File: src/common/art_pkg.sv
/*
 Constants for the auto-reload timer with oscillator capture: register offsets,
 control field positions, reset values and prescaler counts.
 Assumes a 100 MHz system clock and a plain strobe register port.
*/
package art_pkg;
	// ****************************************
	// Register offsets
	// ****************************************
	localparam logic [2:0] OFF_CONTROL     = 3'h0;
	localparam logic [2:0] OFF_RELOAD_LOW  = 3'h1;
	localparam logic [2:0] OFF_RELOAD_HIGH = 3'h2;
	localparam logic [2:0] OFF_COUNT_LOW   = 3'h3;
	localparam logic [2:0] OFF_COUNT_HIGH  = 3'h4;
	localparam logic [2:0] OFF_CLOCK_CTRL  = 3'h5;
	localparam logic [2:0] OFF_IRQ_ENABLE  = 3'h6;

	// ****************************************
	// Control register fields
	// ****************************************
	localparam int BIT_HIGH_FLAG   = 7;
	localparam int BIT_LOW_FLAG    = 6;
	localparam int BIT_LOW_IRQ_EN  = 5;
	localparam int BIT_CAPTURE_EN  = 4;
	localparam int BIT_SPLIT       = 3;
	localparam int BIT_RUN         = 2;
	localparam int BIT_CAPTURE_SRC = 1;
	localparam int BIT_EXT_CLK     = 0;

	// Clock control and interrupt enable fields
	localparam int BIT_HIGH_CLK_SEL = 1;
	localparam int BIT_LOW_CLK_SEL  = 0;
	localparam int BIT_TIMER_IRQ_EN = 0;

	localparam logic [7:0] RESET_BYTE = 8'h00;

	// ****************************************
	// Prescaler counts
	// ****************************************
	localparam logic [3:0] SYS_DIVIDE = 4'hc;
	localparam logic [1:0] EXT_DIVIDE = 2'h3;
endpackage

File: src/verilog/art_timer.sv
/*
 Auto-reload timer: 16-bit or split 8-bit, with low-frequency oscillator capture.
 Assumes a register master with one-cycle strobes and read data a cycle later;
 the oscillator inputs are asynchronous and synchronised inside.
*/
// Local design decisions: the register addresses and the address-and-strobe port.
`timescale 1ns/1ns
module art_timer (
	input  wire logic       clk_i,      // System clock, 100 MHz
	input  wire logic       rst_n_i,    // Asynchronous reset, active low
	input  wire logic       ce_i,       // Clock enable, freezes all state
	input  wire logic [2:0] addr_i,     // Register address
	input  wire logic [7:0] wdata_i,    // Write data
	input  wire logic       wr_i,       // Write strobe
	input  wire logic       rd_i,       // Read strobe
	input  wire logic       ext_osc_i,  // External oscillator
	input  wire logic       lfo_i,      // Low-frequency oscillator
	output logic      [7:0] rdata_o,    // Read data, cycle after strobe
	output logic            irq_o       // Interrupt request, one cycle
);
	// ****************************************
	// Reset release
	// ****************************************
	logic [1:0] rst_sync_reg;
	logic       rst_n;

	always_ff @(posedge clk_i or negedge rst_n_i) begin
		if (!rst_n_i) begin
			rst_sync_reg <= 2'h0;
		end else begin
			rst_sync_reg <= {rst_sync_reg[0], 1'b1};
		end
	end

	// Release is synchronous so every flop leaves reset on the same edge
	assign rst_n = rst_sync_reg[1];

	// ****************************************
	// State
	// ****************************************
	// Every register and both outputs live in this one state word
	typedef struct packed {
		logic [7:0] timer_control_reg;
		logic [7:0] reload_low_byte;
		logic [7:0] reload_high_byte;
		logic [7:0] count_low_byte;
		logic [7:0] count_high_byte;
		logic [7:0] clock_control_reg;
		logic [7:0] interrupt_enable_reg;
		logic [7:0] rdata;
		logic       irq;
	} art_state_type;

	art_state_type st_reg;
	art_state_type st_next;

	logic sys12_tick;
	logic ext8_tick;
	logic lfo_fall;

	art_prescaler u_pre (
		.clk_i     (clk_i),
		.rst_n_i   (rst_n),
		.ce_i      (ce_i),
		.ext_osc_i (ext_osc_i),
		.sys12_o   (sys12_tick),
		.ext8_o    (ext8_tick)
	);

	art_sync u_lfo_sync (
		.clk_i   (clk_i),
		.rst_n_i (rst_n),
		.ce_i    (ce_i),
		.async_i (lfo_i),
		.level_o (),
		.fall_o  (lfo_fall)
	);

	// ****************************************
	// Mode decode
	// ****************************************
	logic       split;
	logic       capture;
	logic       run;
	logic       ext_sel;
	logic       low_sys_sel;
	logic       high_sys_sel;
	logic       timer_irq_en;
	logic       low_irq_en;
	logic       capture_event;
	logic [7:0] rd_val;

	assign split        = st_reg.timer_control_reg[art_pkg::BIT_SPLIT];
	assign capture      = st_reg.timer_control_reg[art_pkg::BIT_CAPTURE_EN]
		& st_reg.timer_control_reg[art_pkg::BIT_CAPTURE_SRC];
	assign run          = st_reg.timer_control_reg[art_pkg::BIT_RUN];
	assign ext_sel      = st_reg.timer_control_reg[art_pkg::BIT_EXT_CLK];
	assign low_sys_sel  = st_reg.clock_control_reg[art_pkg::BIT_LOW_CLK_SEL];
	assign high_sys_sel = st_reg.clock_control_reg[art_pkg::BIT_HIGH_CLK_SEL];
	assign timer_irq_en = st_reg.interrupt_enable_reg[art_pkg::BIT_TIMER_IRQ_EN];
	assign low_irq_en   = st_reg.timer_control_reg[art_pkg::BIT_LOW_IRQ_EN];

	// A reserved capture source leaves the capture path idle
	assign capture_event = capture & lfo_fall;

	// ****************************************
	// Software write decode
	// ****************************************
	logic       wr_control;
	logic       wr_reload_low;
	logic       wr_reload_high;
	logic       wr_count_low;
	logic       wr_count_high;
	logic       wr_clock_ctrl;
	logic       wr_irq_enable;

	// Strobes are only taken while the block is enabled; offset 7 matches none
	assign wr_control     = ce_i & wr_i & (addr_i == art_pkg::OFF_CONTROL);
	assign wr_reload_low  = ce_i & wr_i & (addr_i == art_pkg::OFF_RELOAD_LOW);
	assign wr_reload_high = ce_i & wr_i & (addr_i == art_pkg::OFF_RELOAD_HIGH);
	assign wr_count_low   = ce_i & wr_i & (addr_i == art_pkg::OFF_COUNT_LOW);
	assign wr_count_high  = ce_i & wr_i & (addr_i == art_pkg::OFF_COUNT_HIGH);
	assign wr_clock_ctrl  = ce_i & wr_i & (addr_i == art_pkg::OFF_CLOCK_CTRL);
	assign wr_irq_enable  = ce_i & wr_i & (addr_i == art_pkg::OFF_IRQ_ENABLE);

	// ****************************************
	// Tick selection
	// ****************************************
	logic       prescaled_tick;
	logic       tick_low;
	logic       tick_high;

	// Both halves share one prescaler, so prescaled halves tick in step
	always_comb begin
		if (ext_sel) begin
			prescaled_tick = ext8_tick;
		end else begin
			prescaled_tick = sys12_tick;
		end
	end

	// A high clock enable is itself the system clock tick
	always_comb begin
		if (low_sys_sel) begin
			tick_low = ce_i;
		end else begin
			tick_low = prescaled_tick;
		end
	end

	always_comb begin
		if (high_sys_sel) begin
			tick_high = ce_i;
		end else begin
			tick_high = prescaled_tick;
		end
	end

	// ****************************************
	// Advance and wrap
	// ****************************************
	logic       low_full;
	logic       high_full;
	logic       adv_low;
	logic       adv_high;
	logic       wrap_low;
	logic       wrap_high;
	logic       wrap16;
	logic       reload_low_now;
	logic       reload_high_now;

	// Full means the next advance of that byte wraps it
	assign low_full  = (st_reg.count_low_byte == 8'hff);
	assign high_full = (st_reg.count_high_byte == 8'hff);

	// A software write to a count byte wins over that byte's advance
	// In 16-bit mode the low half's clock select drives the whole counter
	assign adv_low = tick_low & (split | run) & ~wr_count_low;

	always_comb begin
		if (split) begin
			adv_high = tick_high & run & ~wr_count_high;
		end else begin
			adv_high = adv_low & low_full & ~wr_count_high;
		end
	end

	assign wrap_low  = adv_low & low_full;
	assign wrap_high = adv_high & high_full;
	assign wrap16    = ~split & wrap_high;

	// Capture mode keeps the captured values, so counters wrap to zero there
	assign reload_low_now  = ~capture & (split ? wrap_low : wrap16);
	assign reload_high_now = ~capture & wrap_high;

	// ****************************************
	// Interrupt sources
	// ****************************************
	logic       irq_from_high;
	logic       irq_from_low;
	logic       irq_from_capture;

	// irq_o pulses once per cycle with any enabled event, so events in one cycle share a pulse, and holds while the clock enable is low
	assign irq_from_high    = timer_irq_en & wrap_high;
	assign irq_from_low     = timer_irq_en & low_irq_en & wrap_low;
	assign irq_from_capture = timer_irq_en & capture_event;

	// ****************************************
	// Register read
	// ****************************************
	// Unmapped offsets read as zero

	always_comb begin
		unique case (addr_i)
			art_pkg::OFF_CONTROL:     rd_val = st_reg.timer_control_reg;
			art_pkg::OFF_RELOAD_LOW:  rd_val = st_reg.reload_low_byte;
			art_pkg::OFF_RELOAD_HIGH: rd_val = st_reg.reload_high_byte;
			art_pkg::OFF_COUNT_LOW:   rd_val = st_reg.count_low_byte;
			art_pkg::OFF_COUNT_HIGH:  rd_val = st_reg.count_high_byte;
			art_pkg::OFF_CLOCK_CTRL:  rd_val = st_reg.clock_control_reg;
			art_pkg::OFF_IRQ_ENABLE:  rd_val = st_reg.interrupt_enable_reg;
			default:                  rd_val = 8'h00;
		endcase
	end

	// ****************************************
	// Next state
	// ****************************************
	always_comb begin
		st_next = st_reg;
		if (ce_i) begin
			st_next.irq = 1'b0;
			// Software writes first; hardware events below override them
			if (wr_control) begin
				st_next.timer_control_reg = wdata_i;
			end
			if (wr_reload_low) begin
				st_next.reload_low_byte = wdata_i;
			end
			if (wr_reload_high) begin
				st_next.reload_high_byte = wdata_i;
			end
			if (wr_count_low) begin
				st_next.count_low_byte = wdata_i;
			end
			if (wr_count_high) begin
				st_next.count_high_byte = wdata_i;
			end
			if (wr_clock_ctrl) begin
				st_next.clock_control_reg = wdata_i;
			end
			if (wr_irq_enable) begin
				st_next.interrupt_enable_reg = wdata_i;
			end
			// Read data stands for one cycle only, zero otherwise
			if (rd_i) begin
				st_next.rdata = rd_val;
			end else begin
				st_next.rdata = 8'h00;
			end

			// Low half
			if (adv_low) begin
				if (reload_low_now) begin
					st_next.count_low_byte = st_reg.reload_low_byte;
				end else begin
					st_next.count_low_byte = st_reg.count_low_byte + 8'h01;
				end
			end
			// High half
			if (adv_high) begin
				if (reload_high_now) begin
					st_next.count_high_byte = st_reg.reload_high_byte;
				end else begin
					st_next.count_high_byte = st_reg.count_high_byte + 8'h01;
				end
			end

			// Hardware sets the flags only here, though a control write can also set them; set wins over a clearing write
			if (wrap_high) begin
				st_next.timer_control_reg[art_pkg::BIT_HIGH_FLAG] = 1'b1;
			end
			// The low flag follows every low byte wrap, whatever the mode
			if (wrap_low) begin
				st_next.timer_control_reg[art_pkg::BIT_LOW_FLAG] = 1'b1;
			end

			// Capture copies the count taken before this cycle's increment
			if (capture_event) begin
				st_next.reload_low_byte  = st_reg.count_low_byte;
				st_next.reload_high_byte = st_reg.count_high_byte;
			end

			if (irq_from_high) begin
				st_next.irq = 1'b1;
			end
			if (irq_from_low) begin
				st_next.irq = 1'b1;
			end
			if (irq_from_capture) begin
				st_next.irq = 1'b1;
			end
		end
	end

	always_ff @(posedge clk_i or negedge rst_n) begin
		if (!rst_n) begin
			st_reg <= '0;
		end else begin
			st_reg <= st_next;
		end
	end

	// ****************************************
	// Outputs
	// ****************************************
	assign rdata_o = st_reg.rdata;
	assign irq_o   = st_reg.irq;
endmodule

File: src/verilog/art_sync.sv
/*
 Two-stage synchroniser with falling edge detection.
 Assumes the input is asynchronous to clk_i.
*/
`timescale 1ns/1ns
module art_sync (
	input  wire logic clk_i,    // System clock
	input  wire logic rst_n_i,  // Synchronised reset
	input  wire logic ce_i,     // Clock enable
	input  wire logic async_i,  // Asynchronous level
	output logic      level_o,  // Synchronised level
	output logic      fall_o    // One-cycle falling edge strobe
);
	typedef struct packed {
		logic s1;
		logic s2;
		logic s3;
	} art_sync_type;

	art_sync_type st_reg;
	art_sync_type st_next;

	always_comb begin
		st_next = st_reg;
		if (ce_i) begin
			st_next.s1 = async_i;
			st_next.s2 = st_reg.s1;
			st_next.s3 = st_reg.s2;
		end
	end

	always_ff @(posedge clk_i or negedge rst_n_i) begin
		if (!rst_n_i) begin
			st_reg <= '0;
		end else begin
			st_reg <= st_next;
		end
	end

	// Only the second and third stages feed logic
	assign level_o = st_reg.s2;
	assign fall_o  = ce_i & st_reg.s3 & ~st_reg.s2;
endmodule

File: src/verilog/art_prescaler.sv
/*
 Tick generator: system clock divided by 12, or external oscillator divided by 8.
 Assumes the external oscillator is asynchronous; it is synchronised here.
*/
`timescale 1ns/1ns
module art_prescaler (
	input  wire logic clk_i,      // System clock
	input  wire logic rst_n_i,    // Synchronised reset
	input  wire logic ce_i,       // Clock enable
	input  wire logic ext_osc_i,  // External oscillator
	output logic      sys12_o,    // Tick every 12 system clocks
	output logic      ext8_o      // Tick every 8 external clocks
);
	typedef struct packed {
		logic [3:0] sys_cnt;
		logic [1:0] ext_cnt;
		logic       ext_half;
	} art_pre_type;

	art_pre_type st_reg;
	art_pre_type st_next;
	logic        ext_rise;
	logic        ext_level;
	logic        ext_fall;

	art_sync u_ext_sync (
		.clk_i   (clk_i),
		.rst_n_i (rst_n_i),
		.ce_i    (ce_i),
		.async_i (~ext_osc_i),
		.level_o (ext_level),
		.fall_o  (ext_fall)
	);

	// Falling edge of inverted input is a rising edge of the oscillator
	assign ext_rise = ext_fall;

	always_comb begin
		st_next = st_reg;
		if (ce_i) begin
			if (st_reg.sys_cnt == art_pkg::SYS_DIVIDE - 4'h1) begin
				st_next.sys_cnt = 4'h0;
			end else begin
				st_next.sys_cnt = st_reg.sys_cnt + 4'h1;
			end
			if (ext_rise) begin
				st_next.ext_cnt = st_reg.ext_cnt + 2'h1;
				if (st_reg.ext_cnt == art_pkg::EXT_DIVIDE) begin
					st_next.ext_half = ~st_reg.ext_half;
				end
			end
		end
	end

	always_ff @(posedge clk_i or negedge rst_n_i) begin
		if (!rst_n_i) begin
			st_reg <= '0;
		end else begin
			st_reg <= st_next;
		end
	end

	// Four rises per half period gives one tick per eight oscillator periods
	assign sys12_o = ce_i & (st_reg.sys_cnt == art_pkg::SYS_DIVIDE - 4'h1);
	assign ext8_o  = ext_rise & (st_reg.ext_cnt == art_pkg::EXT_DIVIDE) & st_reg.ext_half;
endmodule

File: config.mk
export PLATFORM = sky130hd
export DESIGN_NAME = art_timer
export DESIGN_NICKNAME = d
export VERILOG_FILES = /design/src/common/art_pkg.sv /design/src/verilog/art_timer.sv /design/src/verilog/art_sync.sv /design/src/verilog/art_prescaler.sv
export SDC_FILE = /design/constraint.sdc
export NUM_CORES = 1
export LEC_CHECK = 0
export BUFFER_PORTS_ARGS = -buffer_cell sky130_fd_sc_hd__buf_2
export CAP_MARGIN = 0
export CORE_MARGIN = 1
export CORE_UTILIZATION = 55
export CTS_CLUSTER_SIZE = 24
export DETAILED_ROUTE_END_ITERATION = 8
export HOLD_SLACK_MARGIN = 0.08
export PLACE_DENSITY = 0.75
export SYNTH_ARGS = -nofsm -noshare
export SYNTH_HDL_FRONTEND = slang
export SYNTH_SLANG_ARGS = --single-unit
File: constraint.sdc
create_clock -name clk_i -period 2.93 [get_ports clk_i]
set_clock_uncertainty 0.1 [all_clocks]
set_input_delay 0.1465 -clock clk_i [delete_from_list [all_inputs] [get_ports clk_i]]
set_output_delay 0.1465 -clock clk_i [all_outputs]
set_load 0.005 [all_outputs]
== Word-level counts from Yosys, hierarchy flattened ==
Cells that the tools add are included.

* Add/sub/neg operators: 4
* Equal/unequal tests: 10
* Muxes and demuxes: 23
* Bitwise logic cells: 40
* Reduce and logical (&&, ||, !) cells: 18

{| class="wikitable"
|+ Operator list
! kind !! count
|-
| two-way mux 8 bit || 10
|-
| one-hot mux 8 bit (7 select lines) || 1
|-
| AND 1 bit || 31
|-
| AND reduction 2 bit || 10
|-
| adder 8 x 1 -> 8 bit (second input constant) || 2
|-
| equality test 8 bit (second input constant) || 2
|-
| two-way mux 16 bit || 1
|-
| nonzero test 2 bit || 6
|-
| two-way mux 1 bit || 10
|-
| equality test 3 bit (second input constant) || 3
|-
| inverter 1 bit || 8
|-
| equality test 3 x 2 -> 1 bit (second input constant) || 2
|-
| adder 4 x 1 -> 4 bit (second input constant) || 1
|-
| equality test 4 bit (second input constant) || 1
|-
| two-way mux 4 bit || 1
|-
| equality test 3 x 1 -> 1 bit (second input constant) || 1
|-
| logical NOT 3 bit || 1
|-
| AND reduction 3 bit || 1
|-
| adder 2 x 1 -> 2 bit (second input constant) || 1
|-
| equality test 2 bit (second input constant) || 1
|-
| bitwise OR 1 bit || 1
|}

* Flip-flop bits (word level): 80
* Bits of input ports: 18
* Output and inout bits: 9

== Logic depth before layout (Yosys ltp) ==
Gate-level depths: netlist of run 1.

* Word-level depth: 17
* Gate-level depth with buffers: 7
* Gate-level depth less buffers: 6

== Hierarchy ==
From an unflattened synthesis of run 1, not the netlist that was laid out.

* Cell total of the unflattened synthesis: 462
* Area, all modules: 4670.7 um^2

{| class="wikitable"
|+ Modules (own cells, without submodules)
! module !! times used !! cells an instance !! area each (um^2) !! sequential area each (um^2)
|-
| art_timer || 1 || 416 || 4075.2 || 1676.6
|-
| art_prescaler || 1 || 32 || 357.8 || 175.2
|-
| art_sync || 2 || 7 || 118.9 || 75.1
|}

== Least setup slack after synthesis of run 1 ==
Ideal clock, no wire load.

* Path kind: reg2reg
* From: reg st_reg[25] (netlist bit)
* To: reg st_reg[33] (netlist bit)
* Setup time: 133 ps
* Arrival: 1902 ps
* Required time: 2697 ps
* Slack: 795 ps
* Stages on the path, launching flop included: 8
* Path buffers: 1
* Clock period less this slack: 2135 ps
* Path through: dfrtp_1 ha_1 nand3_1 or3_1 buf_2 or4_1 o211ai_1 o211ai_1

* Word-level cells in the longest chain between the ends: 7

{| class="wikitable"
|+ RTL lines
! what !! RTL line !! source
|-
| start: declaration || art_timer.sv:54 || <nowiki>art_state_type st_reg;</nowiki>
|-
| start signal: assignment || art_timer.sv:310 || <nowiki>st_reg <= st_next;</nowiki>
|-
| equality test 8 bit || art_timer.sv:174 || <nowiki>assign high_full = (st_reg.count_high_byte == 8'hff);</nowiki>
|-
| AND 1 bit || art_timer.sv:189 || <nowiki>assign wrap_high = adv_high & high_full;</nowiki>
|-
| AND 1 bit || art_timer.sv:190 || <nowiki>assign wrap16 = ~split & wrap_high;</nowiki>
|-
| two-way mux 1 bit || art_timer.sv:193 || <nowiki>assign reload_low_now = ~capture & (split ? wrap_low : wrap16);</nowiki>
|-
| AND 1 bit || art_timer.sv:193 ||
|-
| two-way mux 8 bit || art_timer.sv:264 || <nowiki>if (reload_low_now) begin</nowiki>
|-
| two-way mux 8 bit || art_timer.sv:263 || <nowiki>if (adv_low) begin</nowiki>
|}

Every way passes these cells.
A chain may end at the register's enable or synchronous reset.

== Final worst setup path of run 1 ==
* From: reg u_pre.st_reg[3] (netlist bit)
* To: reg st_reg[29] (netlist bit)

* Word-level cells in the longest chain between the ends: 13

{| class="wikitable"
|+ RTL lines
! what !! RTL line !! source
|-
| start: declaration || art_prescaler.sv:20 || <nowiki>art_pre_type st_reg;</nowiki>
|-
| start signal: assignment || art_prescaler.sv:59 || <nowiki>st_reg <= st_next;</nowiki>
|-
| equality test 4 bit * || art_prescaler.sv:64 || <nowiki>assign sys12_o = ce_i & (st_reg.sys_cnt == art_pkg::SYS_DIVIDE - 4'h1);</nowiki>
|-
| AND 1 bit * || art_prescaler.sv:64 ||
|-
| two-way mux 1 bit * || art_timer.sv:135 || <nowiki>if (ext_sel) begin</nowiki>
|-
| two-way mux 1 bit || art_timer.sv:144 || <nowiki>if (low_sys_sel) begin</nowiki>
|-
| AND 1 bit (2 in a row) || art_timer.sv:178 || <nowiki>assign adv_low = tick_low & (split | run) & ~wr_count_low;</nowiki>
|-
| AND 1 bit (2 in a row) || art_timer.sv:184 || <nowiki>adv_high = adv_low & low_full & ~wr_count_high;</nowiki>
|-
| two-way mux 1 bit * || art_timer.sv:181 || <nowiki>if (split) begin</nowiki>
|-
| AND 1 bit || art_timer.sv:189 ||
|-
| AND 1 bit || art_timer.sv:194 || <nowiki>assign reload_high_now = ~capture & wrap_high;</nowiki>
|-
| two-way mux 8 bit || art_timer.sv:272 || <nowiki>if (reload_high_now) begin</nowiki>
|-
| two-way mux 8 bit || art_timer.sv:271 || <nowiki>if (adv_high) begin</nowiki>
|}

Every way passes the cells marked *; elsewhere a longest branch is shown, timed or not.

==> key figures, run 1 <==
Synthesis
  – Top post-synthesis cells by count: dfrtp_1, nand2_1, mux2i_1
  – Synth Net Count: 457
  – Top-count cell post-synth: dfrtp_1
  – Seq/Total Area, Yosys: 44.1%
  – Area share of the largest cell type after synthesis: 44.1%
  – Number of distinct standard cells referenced by the synthesized netlist: 60
  – Post-synth EDFFs: 0
  – Cell count after synthesis: 435
  – Primary FF master, synth: dfrtp_1
  – Synth top area cells: dfrtp_1, mux2_1, mux2i_1, nand2_1, mux2_2
  – Async SR Flop Fraction: 100%
  – Cell taking the most area after synthesis: dfrtp_1
  – Syn Area/Cell: 10.4 sq um
  – Synth Warn #: 0
  – Mapped Area: 0.00454 sq mm
  – FF+latch count, synth: 80

Clock tree
  – PostCTS Resize Cnt: 0
  – Cts hold-fix bufs: 12
  – Clock transition at path regs: 90 ps
  – H-tree Lvls: 3
  – Total CTS buffers: 9
  – Worst skew pair latency: 360 ps
  – Clock sink total: 80
  – Clock root buffer: clkbuf_8
  – Clock buffer depth: 2
  – Setup bufs post-CTS: 0
  – Clock tree from TritonCTS: done

Timing
  – Total negative slack: 0 ps
  – Max-slew violations: 0
  – Actual slew at the worst max-slew pin: 988 ps
  – Final hold vios: 0
  – Fmax: 406 MHz
  – Post-route setup slack: 464 ps
  – RSZ-0062 raised after global routing: false
  – Setup violations, final: 0
  – Slew headroom: 34.1%
  – Fin crit share: 84.2%
  – Fin crit period: 2470 ps

Drt
  – DRC errors left: 0
  – Drt total wl: 11700 microns
  – Detailed-route via count: 3724
  – Initial drt markers: 323
  – Post-route antenna net violation count: 0
  – Routed vias/inst: 6.61
  – Routed len/inst: 20.7 microns
  – Drt pass-1 iters: 6

Global route
  – First-pass GRT wire length: 18900 microns
  – All-layer global routing usage: 29.1%
  – Total gr overflow: 0
  – Initial antenna violation count: 0
  – Largest net degree at the start of global routing: 79
  – Vias in the first global route: 3691

Floorplan
  – Starting Density: 57.9%
  – I/O pins: 27
  – Die Height: 92.9 microns
  – Die ar.: 0.00863 sq mm
  – Die width: 92.9 microns
  – Core area: 0.00785 sq mm
  – Row cnt: 32

Job
  – Max Cap Viol: 0

Setup path
  – Setup crit end kind: register
  – Startpoint Class: register
  – Critical path arrival: 2670 ps
  – Setup Crit Path Kind: register to register
  – Worst EP required: 3130 ps
  – Worst-path fanout max: 13

Cells and area
  – Ant diodes: 0
  – Max FFs per register: 50
  – Share of cells above drive strength 1: 16.1%
  – Final #Nets: 478
  – Area Growth Syn to Fin: 10.6%
  – Fin util: 64.0%
  – Non-Filler Instances: 563
  – Fillcell total: 630

Status
  – Status: completed

Place
  – DP Wirelength: 8200 microns
  – Place WS: 531 ps
  – DP Cell Count: 535
  – Port Buffers: 26
  – Routability cong.: 0.985

Power and ir drop
  – Total power: 0.00407 W
  – Pwr/cell area: 810 mW/mm^2
  – Leak pwr: 2.09 nW
  – VDD IR max: 0.365 mV

Hold path
  – Worst hold path type: primary input to register
-- metal layers --
layer,vias up,part of all wire (%),track usage [%]
li1,1674,-,-
met1,1807,44,40.2
met2,188,45,43.2
met3,55,7.0,4.76
met4,0,4.2,16.7
met5,-,0,0
-- through the flow --
step | cell area, sq um | hold slack [ps]
2_1_floorplan | 4540 | -249
6_report | 5020 | 132
3_5_place_dp | 4690 | -163
4_1_cts | 5020 | 115
3_3_place_gp | 4690 | -169
5_1_grt | 5020 | 150
-- worst max-delay path, stage by stage (launching register included) --
cell      delay [ps]
dfrtp_1          390
ha_1             210
nor4bb_1         410
o21ai_1          210
a21o_1           360
o311ai_4         450
o221a_1          280
-- cells in the final DEF, fill, tap and decap left out, types with 7 or more instances in the layout --
| cell type | synthesis | routed |
|---|---|---|
| nand3_1 | 11 | 11 |
| o21ai_0 | 9 | 9 |
| mux2_1 | 23 | 23 |
| dlygate4sd3_1 | 0 | 12 |
| o21ai_1 | 23 | 23 |
| o211ai_1 | 18 | 18 |
| clkbuf_8 | 0 | 9 |
| xnor2_1 | 7 | 7 |
| mux2_2 | 14 | 14 |
| a31oi_1 | 9 | 9 |
| nor2_1 | 17 | 17 |
| o2bb2ai_1 | 12 | 12 |
| nand2_1 | 43 | 43 |
| mux2i_1 | 24 | 24 |
| buf_2 | 9 | 26 |
| dfrtp_1 | 80 | 79 |
-- cell families after synthesis --
group / after synthesis / share of synthesized area (%)
multiplexers: 65 / 16.4
AO/OA/AOI/OAI: 117 / 19.1
flip-flops: 80 / 44.1
XOR/XNOR: 12 / 2.31
adder cells (fa/ha/maj): 4 / 1.10
other: 1 / 0.0825
AND/OR/NAND/NOR: 116 / 12.7
buffers and inverters: 40 / 4.21
-- final cells by class --
class / count / area, sq um / area share [%]
Sequential cell: 80 / 2010 / 39.9
Multi-Input combinational cell: 315 / 2360 / 46.9
Inverter: 6 / 22.5 / 0.448
Tap cell: 102 / 128 / 2.54
Timing Repair Buffer: 44 / 295 / 5.88
Clock buffer: 10 / 128 / 2.54
Clock inverter: 6 / 90.1 / 1.79
-- power by group --
group          total (W)  switching [W]  internal [W]
clock           0.000905       0.000421      0.000485
sequential       0.00198       0.000505       0.00147
combinational    0.00119       0.000571      0.000618
total            0.00407        0.00150       0.00257
-- final timing paths --
check                                start                   end  slack (ps)  depth (start not counted)
min                                   ce_i       u_pre.st_reg[0]         130                          3
max in group asynchronous  rst_sync_reg[1]            st_reg[44]        1690                          0
min in group asynchronous  rst_sync_reg[1]  u_lfo_sync.st_reg[0]         400                          0
max reg2reg                u_pre.st_reg[3]            st_reg[29]         460                          6
max                        u_pre.st_reg[3]            st_reg[29]         460                          6
min reg2reg                rst_sync_reg[0]       rst_sync_reg[1]         250                          0
(Power assumes the default switching activity.)
==> inputs of run 2 (changes only) <==
--- a/config.mk
+++ b/config.mk
@@ -12,7 +12,7 @@
 export CTS_CLUSTER_SIZE = 24
 export DETAILED_ROUTE_END_ITERATION = 8
 export HOLD_SLACK_MARGIN = 0.08
-export PLACE_DENSITY = 0.75
+export PLACE_DENSITY = 0.78
 export SYNTH_ARGS = -nofsm -noshare
 export SYNTH_HDL_FRONTEND = slang
 export SYNTH_SLANG_ARGS = --single-unit
==> constraint.sdc (replaced) <==
create_clock -name clk_i -period 2.1 [get_ports clk_i]
set_clock_uncertainty 0.1 [all_clocks]
set_input_delay 0.105 -clock clk_i [delete_from_list [all_inputs] [get_ports clk_i]]
set_output_delay 0.105 -clock clk_i [all_outputs]
set_load 0.005 [all_outputs]
==> key figures, run 2 (synthesized netlist as in run 1, its figures left out) <==
Timing
  – Max-slew violations: 0
  – Fin crit period: 2120 ps
  – Post-route setup slack: -22.2 ps
  – Fmax: 471 MHz
  – Actual slew at the worst max-slew pin: 731 ps
  – Final hold vios: 0
  – Fin crit share: 101%
  – RSZ-0062 raised after global routing: true
  – Setup violations, final: 2
  – Slew headroom: 50.8%

Cells and area
  – Max FFs per register: 50
  – Area Growth Syn to Fin: 22.9%
  – Most common cell after layout, fill and taps aside: dfrtp_1
  – Final #Nets: 532
  – Non-Filler Instances: 617
  – Share of cells above drive strength 1: 27.4%
  – Final instance area: 0.00559 sq mm
  – Most frequent cells in the layout: dfrtp_1, buf_4, nand2_1, buf_2, mux2i_1
  – Ant diodes: 0

Floorplan
  – Starting Density: 57.9%
  – Core area: 0.00785 sq mm
  – I/O pins: 27
  – Die width: 92.9 microns
  – Die Height: 92.9 microns
  – Row cnt: 32
  – Die ar.: 0.00863 sq mm

Place
  – Routability cong.: 0.931
  – DP Wirelength: 9310 microns
  – Post-Place Cell Area: 0.00506 sq mm
  – DP Cell Count: 582
  – Place WS: -83.9 ps
  – Port Buffers: 26

Drt
  – Routed len/inst: 22.0 microns
  – Routed vias/inst: 6.68
  – Initial drt markers: 387
  – Drt total wl: 13600 microns
  – Detailed-route via count: 4123
  – Drt pass-1 iters: 6
  – DRC errors left: 0
  – Post-route antenna net violation count: 0

Clock tree
  – H-tree Lvls: 3
  – Clock transition at path regs: 80 ps
  – Clock root buffer: clkbuf_8
  – Clock buffer depth: 2
  – Clock tree from TritonCTS: done
  – Clock sink total: 80
  – Worst skew pair latency: 360 ps
  – Total CTS buffers: 9

Power and ir drop
  – Pwr/cell area: 1160 mW/mm^2
  – Total power: 0.00647 W
  – Leak pwr: 2.39 nW
  – VDD IR max: 0.568 mV

Global route
  – Vias in the first global route: 4033
  – First-pass GRT wire length: 21100 microns
  – All-layer global routing usage: 32.6%
  – Total gr overflow: 0
  – Initial antenna violation count: 0
  – Largest net degree at the start of global routing: 43

Setup path
  – Worst-path fanout max: 4
  – Cells on worst reg2reg path: 6
  – Setup crit end kind: register
  – Setup Crit Path Kind: register to register
  – Startpoint Class: register
  – Worst EP required: 2230 ps
  – Critical path arrival: 2250 ps

Job
  – Max Cap Viol: 0

Hold path
  – Worst hold path type: primary input to register
  – Hold Path Depth: 3

Status
  – Status: finished with violations
  – Failing checks: negative setup slack
-- run 2: timing repair --
item                       in CTS  in global routing
cloned                          0                  1
resized for setup               6                 12
hold buffers                   13                  0
setup endpoints to repair      16                 17
setup buffers                   1                  4
pin swaps                       1                  5
hold endpoints to repair       56                  0
-- run 2: area by class of cell --
type,count,area (sq um)
multi-input combinational,315,2460
fill,529,2260
sequential,80,2010
timing repair buffer,98,719
clock buffer,10,138
tap,102,128
clock inverter,6,115
inverter,6,22.5
-- run 2: critical path, stage by stage (launching register included) --
cell and delay [ps]:
dfrtp_1 430, ha_4 180, nand3_4 80, or3_4 350
or4_1 500, o211ai_1 240, o211ai_1 130
-- run 2: report_power, final --
part	total [W]	switching (W)	internal, W
sequential	0.00255	0.000497	0.00206
clock	0.00144	0.000613	0.000829
combinational	0.00248	0.00125	0.00123
total	0.00647	0.00236	0.00412
-- run 2: final timing paths --
kind	from	end	slack (ps)
worst min-delay path	rd_i	rdata_o[0]	130
min in group asynchronous	rst_sync_reg[1]	st_reg[56]	200
worst max-delay path	st_reg[25]	st_reg[33]	-20
worst max register to register	st_reg[25]	st_reg[33]	-20
worst min register to register	rst_sync_reg[1]	st_reg[56]	200
max in group asynchronous	rst_sync_reg[1]	st_reg[31]	1100
-- run 2: metrics by stage --
stage / utilization, % / setup TNS (ps) / hold slack [ps]
after detailed placement: 64.5 / -613 / -208
after global placement: 64.5 / 0 / -208
after floorplan: - / 0 / -291
after CTS: 69.9 / 0 / 125
after global routing: 71.2 / -768 / 156
final: 71.2 / -36.1 / 133
-- run 2: per-layer routing --
layer / global-route usage, % / share of wire [%]
met1: 42.3 / 39
met2: 53.1 / 47
met3: 7.14 / 10
met4: 12.2 / 3.1
met5: 0 / 0
==> inputs of run 3 (changes only) <==
--- a/config.mk
+++ b/config.mk
@@ -13,6 +13,7 @@
 export DETAILED_ROUTE_END_ITERATION = 8
 export HOLD_SLACK_MARGIN = 0.08
 export PLACE_DENSITY = 0.78
+export SETUP_SLACK_MARGIN = 0.1
 export SYNTH_ARGS = -nofsm -noshare
 export SYNTH_HDL_FRONTEND = slang
 export SYNTH_SLANG_ARGS = --single-unit
==> key figures, run 3 (synthesized netlist as in run 1, its figures left out) <==
Power and ir drop
  – Total power: 0.00642 W
  – Net Switching: 0.00244 W
  – VDD IR max: 0.807 mV
  – Register share of total power: 40.1%
  – Internal power: 0.00398 W
  – Switching share of power: 38.0%
  – Leak pwr: 2.37 nW
  – Gate power share: 39.3%
  – Pwr/cell area: 1150 mW/mm^2
  – Clock network power share: 20.6%

Setup path
  – Top Family by Delay on Critical Path: compound AO/OA/AOI/OAI gates
  – Worst-path cell chain: ha_1, nand4b_1, or3_4, a2111oi_4, buf_6, o21ai_1, o211a_1
  – Worst-path fanout max: 9
  – Worst path bufs/invs: 1
  – Cells on worst reg2reg path: 7
  – Worst EP required: 2260 ps
  – R2r endpoint: st_reg[30]
  – Register-to-Register Setup Slack: 70 ps
  – Stages on the worst setup path: 7
  – Startpoint Class: register
  – RR Startpoint: u_pre.st_reg[1]
  – Slowest cell on the critical path: or3_4
  – Setup Crit Path Kind: register to register
  – Worst path max stage delay: 380 ps
  – Setup crit end kind: register
  – Critical path arrival: 2190 ps

Timing
  – RSZ-0062 raised after global routing: true
  – Total negative slack: 0 ps
  – Post-route setup slack: 65.9 ps
  – Fin crit period: 2030 ps
  – Actual slew at the worst max-slew pin: 568 ps
  – WHS: 83.8 ps
  – Slew headroom: 62.1%
  – Fmax: 492 MHz
  – Max-slew violations: 0
  – Fin crit share: 96.9%
  – Final hold vios: 0
  – Setup violations, final: 0

Floorplan
  – Die Height: 92.9 microns
  – Row cnt: 32
  – Die ar.: 0.00863 sq mm
  – Starting Density: 57.9%
  – Die width: 92.9 microns
  – Core area: 0.00785 sq mm
  – I/O pins: 27

Clock tree
  – Clock sink total: 80
  – Total CTS buffers: 9
  – Worst skew pair latency: 380 ps
  – Clock transition at path regs: 90 ps
  – Clock root buffer: clkbuf_8
  – Clock buffer depth: 2
  – H-tree Lvls: 3
  – Clock tree from TritonCTS: done

Global route
  – Initial antenna violation count: 0
  – Total gr overflow: 0
  – All-layer global routing usage: 33.6%
  – Largest net degree at the start of global routing: 44
  – First-pass GRT wire length: 21600 microns
  – Vias in the first global route: 3974

Cells and area
  – Max FFs per register: 50
  – Final #Nets: 527
  – Fillcell total: 589
  – Area Growth Syn to Fin: 22.7%
  – Most common cell after layout, fill and taps aside: dfrtp_1
  – Ant diodes: 0
  – Most frequent cells in the layout: dfrtp_1, buf_4, nand2_1, buf_2, mux2i_1
  – Non-Filler Instances: 612
  – Share of cells above drive strength 1: 28.0%

Drt
  – Max layer used: met4
  – Detailed-route via count: 4059
  – Routed vias/inst: 6.63
  – DR WL met3: 1380 microns
  – WL met2: 6390 microns
  – DRC errors left: 0
  – Initial drt markers: 400
  – Drt pass-1 iters: 5
  – Routed len/inst: 22.4 microns
  – Drt total wl: 13700 microns
  – Metal-1 WL: 5340 microns
  – Post-route antenna net violation count: 0

Hold path
  – Hold Path Depth: 3
  – Hold Startpoint: rd_i
  – Worst hold path type: primary input to register
  – Endpoint, Worst Hold: rdata_o[1]

Place
  – Port Buffers: 26
  – Place WS: 45.2 ps
  – DP Wirelength: 9370 microns
  – Routability cong.: 1.02
  – DP Cell Count: 575

Job
  – Max Cap Viol: 0

Status
  – Status: completed
==> run 3: worst max-delay path by stage <==
stage / start / to
detailed placement: u_pre.st_reg[1] / st_reg[36]
finish: u_pre.st_reg[1] / st_reg[30]
floorplan: st_reg[25] / st_reg[33]
global placement: u_pre.st_reg[1] / st_reg[31]
CTS: u_pre.st_reg[2] / st_reg[30]
global route: u_pre.st_reg[6] / st_reg[30]
==> run 3: layout make-up <==
type | instances | area, sq um | area share [%]
multi-input combinational | 315 | 2490 | 44.6
clock buffer | 9 | 124 | 2.22
sequential | 80 | 2010 | 36.0
tap | 102 | 128 | 2.29
clock inverter | 7 | 103 | 1.84
inverter | 6 | 22.5 | 0.404
timing repair buffer | 93 | 706 | 12.7
==> run 3: stage by stage <==
stage	util, %	area [sq um]
floorplan	-	4580
global placement	64.3	5040
detailed placement	64.3	5040
CTS	69.6	5470
global route	71.1	5580
finish	71.1	5580
==> run 3: per-layer routing <==
layer	global-route usage (%)	up-vias
met5	0	-
li1	-	1775
met3	6.24	59
met2	52.0	252
met1	45.5	1973
met4	15.9	0
==> run 3: power by group through the flow <==
| stage | Sequential, W | Combinational, W | Clock, W |
|---|---|---|---|
| after floorplan | 0.00245 | 0.00145 | 0 |
| after global placement | 0.00253 | 0.00219 | 0 |
| after detailed placement | 0.00255 | 0.00227 | 0 |
| after CTS | 0.00253 | 0.00235 | 0.00133 |
| after global routing | 0.00262 | 0.00272 | 0.00139 |
| final | 0.00258 | 0.00252 | 0.00132 |
==> run 3: tightest hold or removal path: stages <==
cell,delay [ps]
buf_2,100
nand3_1,210
o2bb2ai_1,110
==> run 3: what timing repair did <==
item / CTS / global route
endpoints found under the setup margin: 13 / 18
endpoints found under the hold margin: 51 / 0
hold buffers: 13 / 0
buffers inserted: 6 / 2
resized for setup: 4 / 20
cloned: 0 / 0
pin swaps: 2 / 9
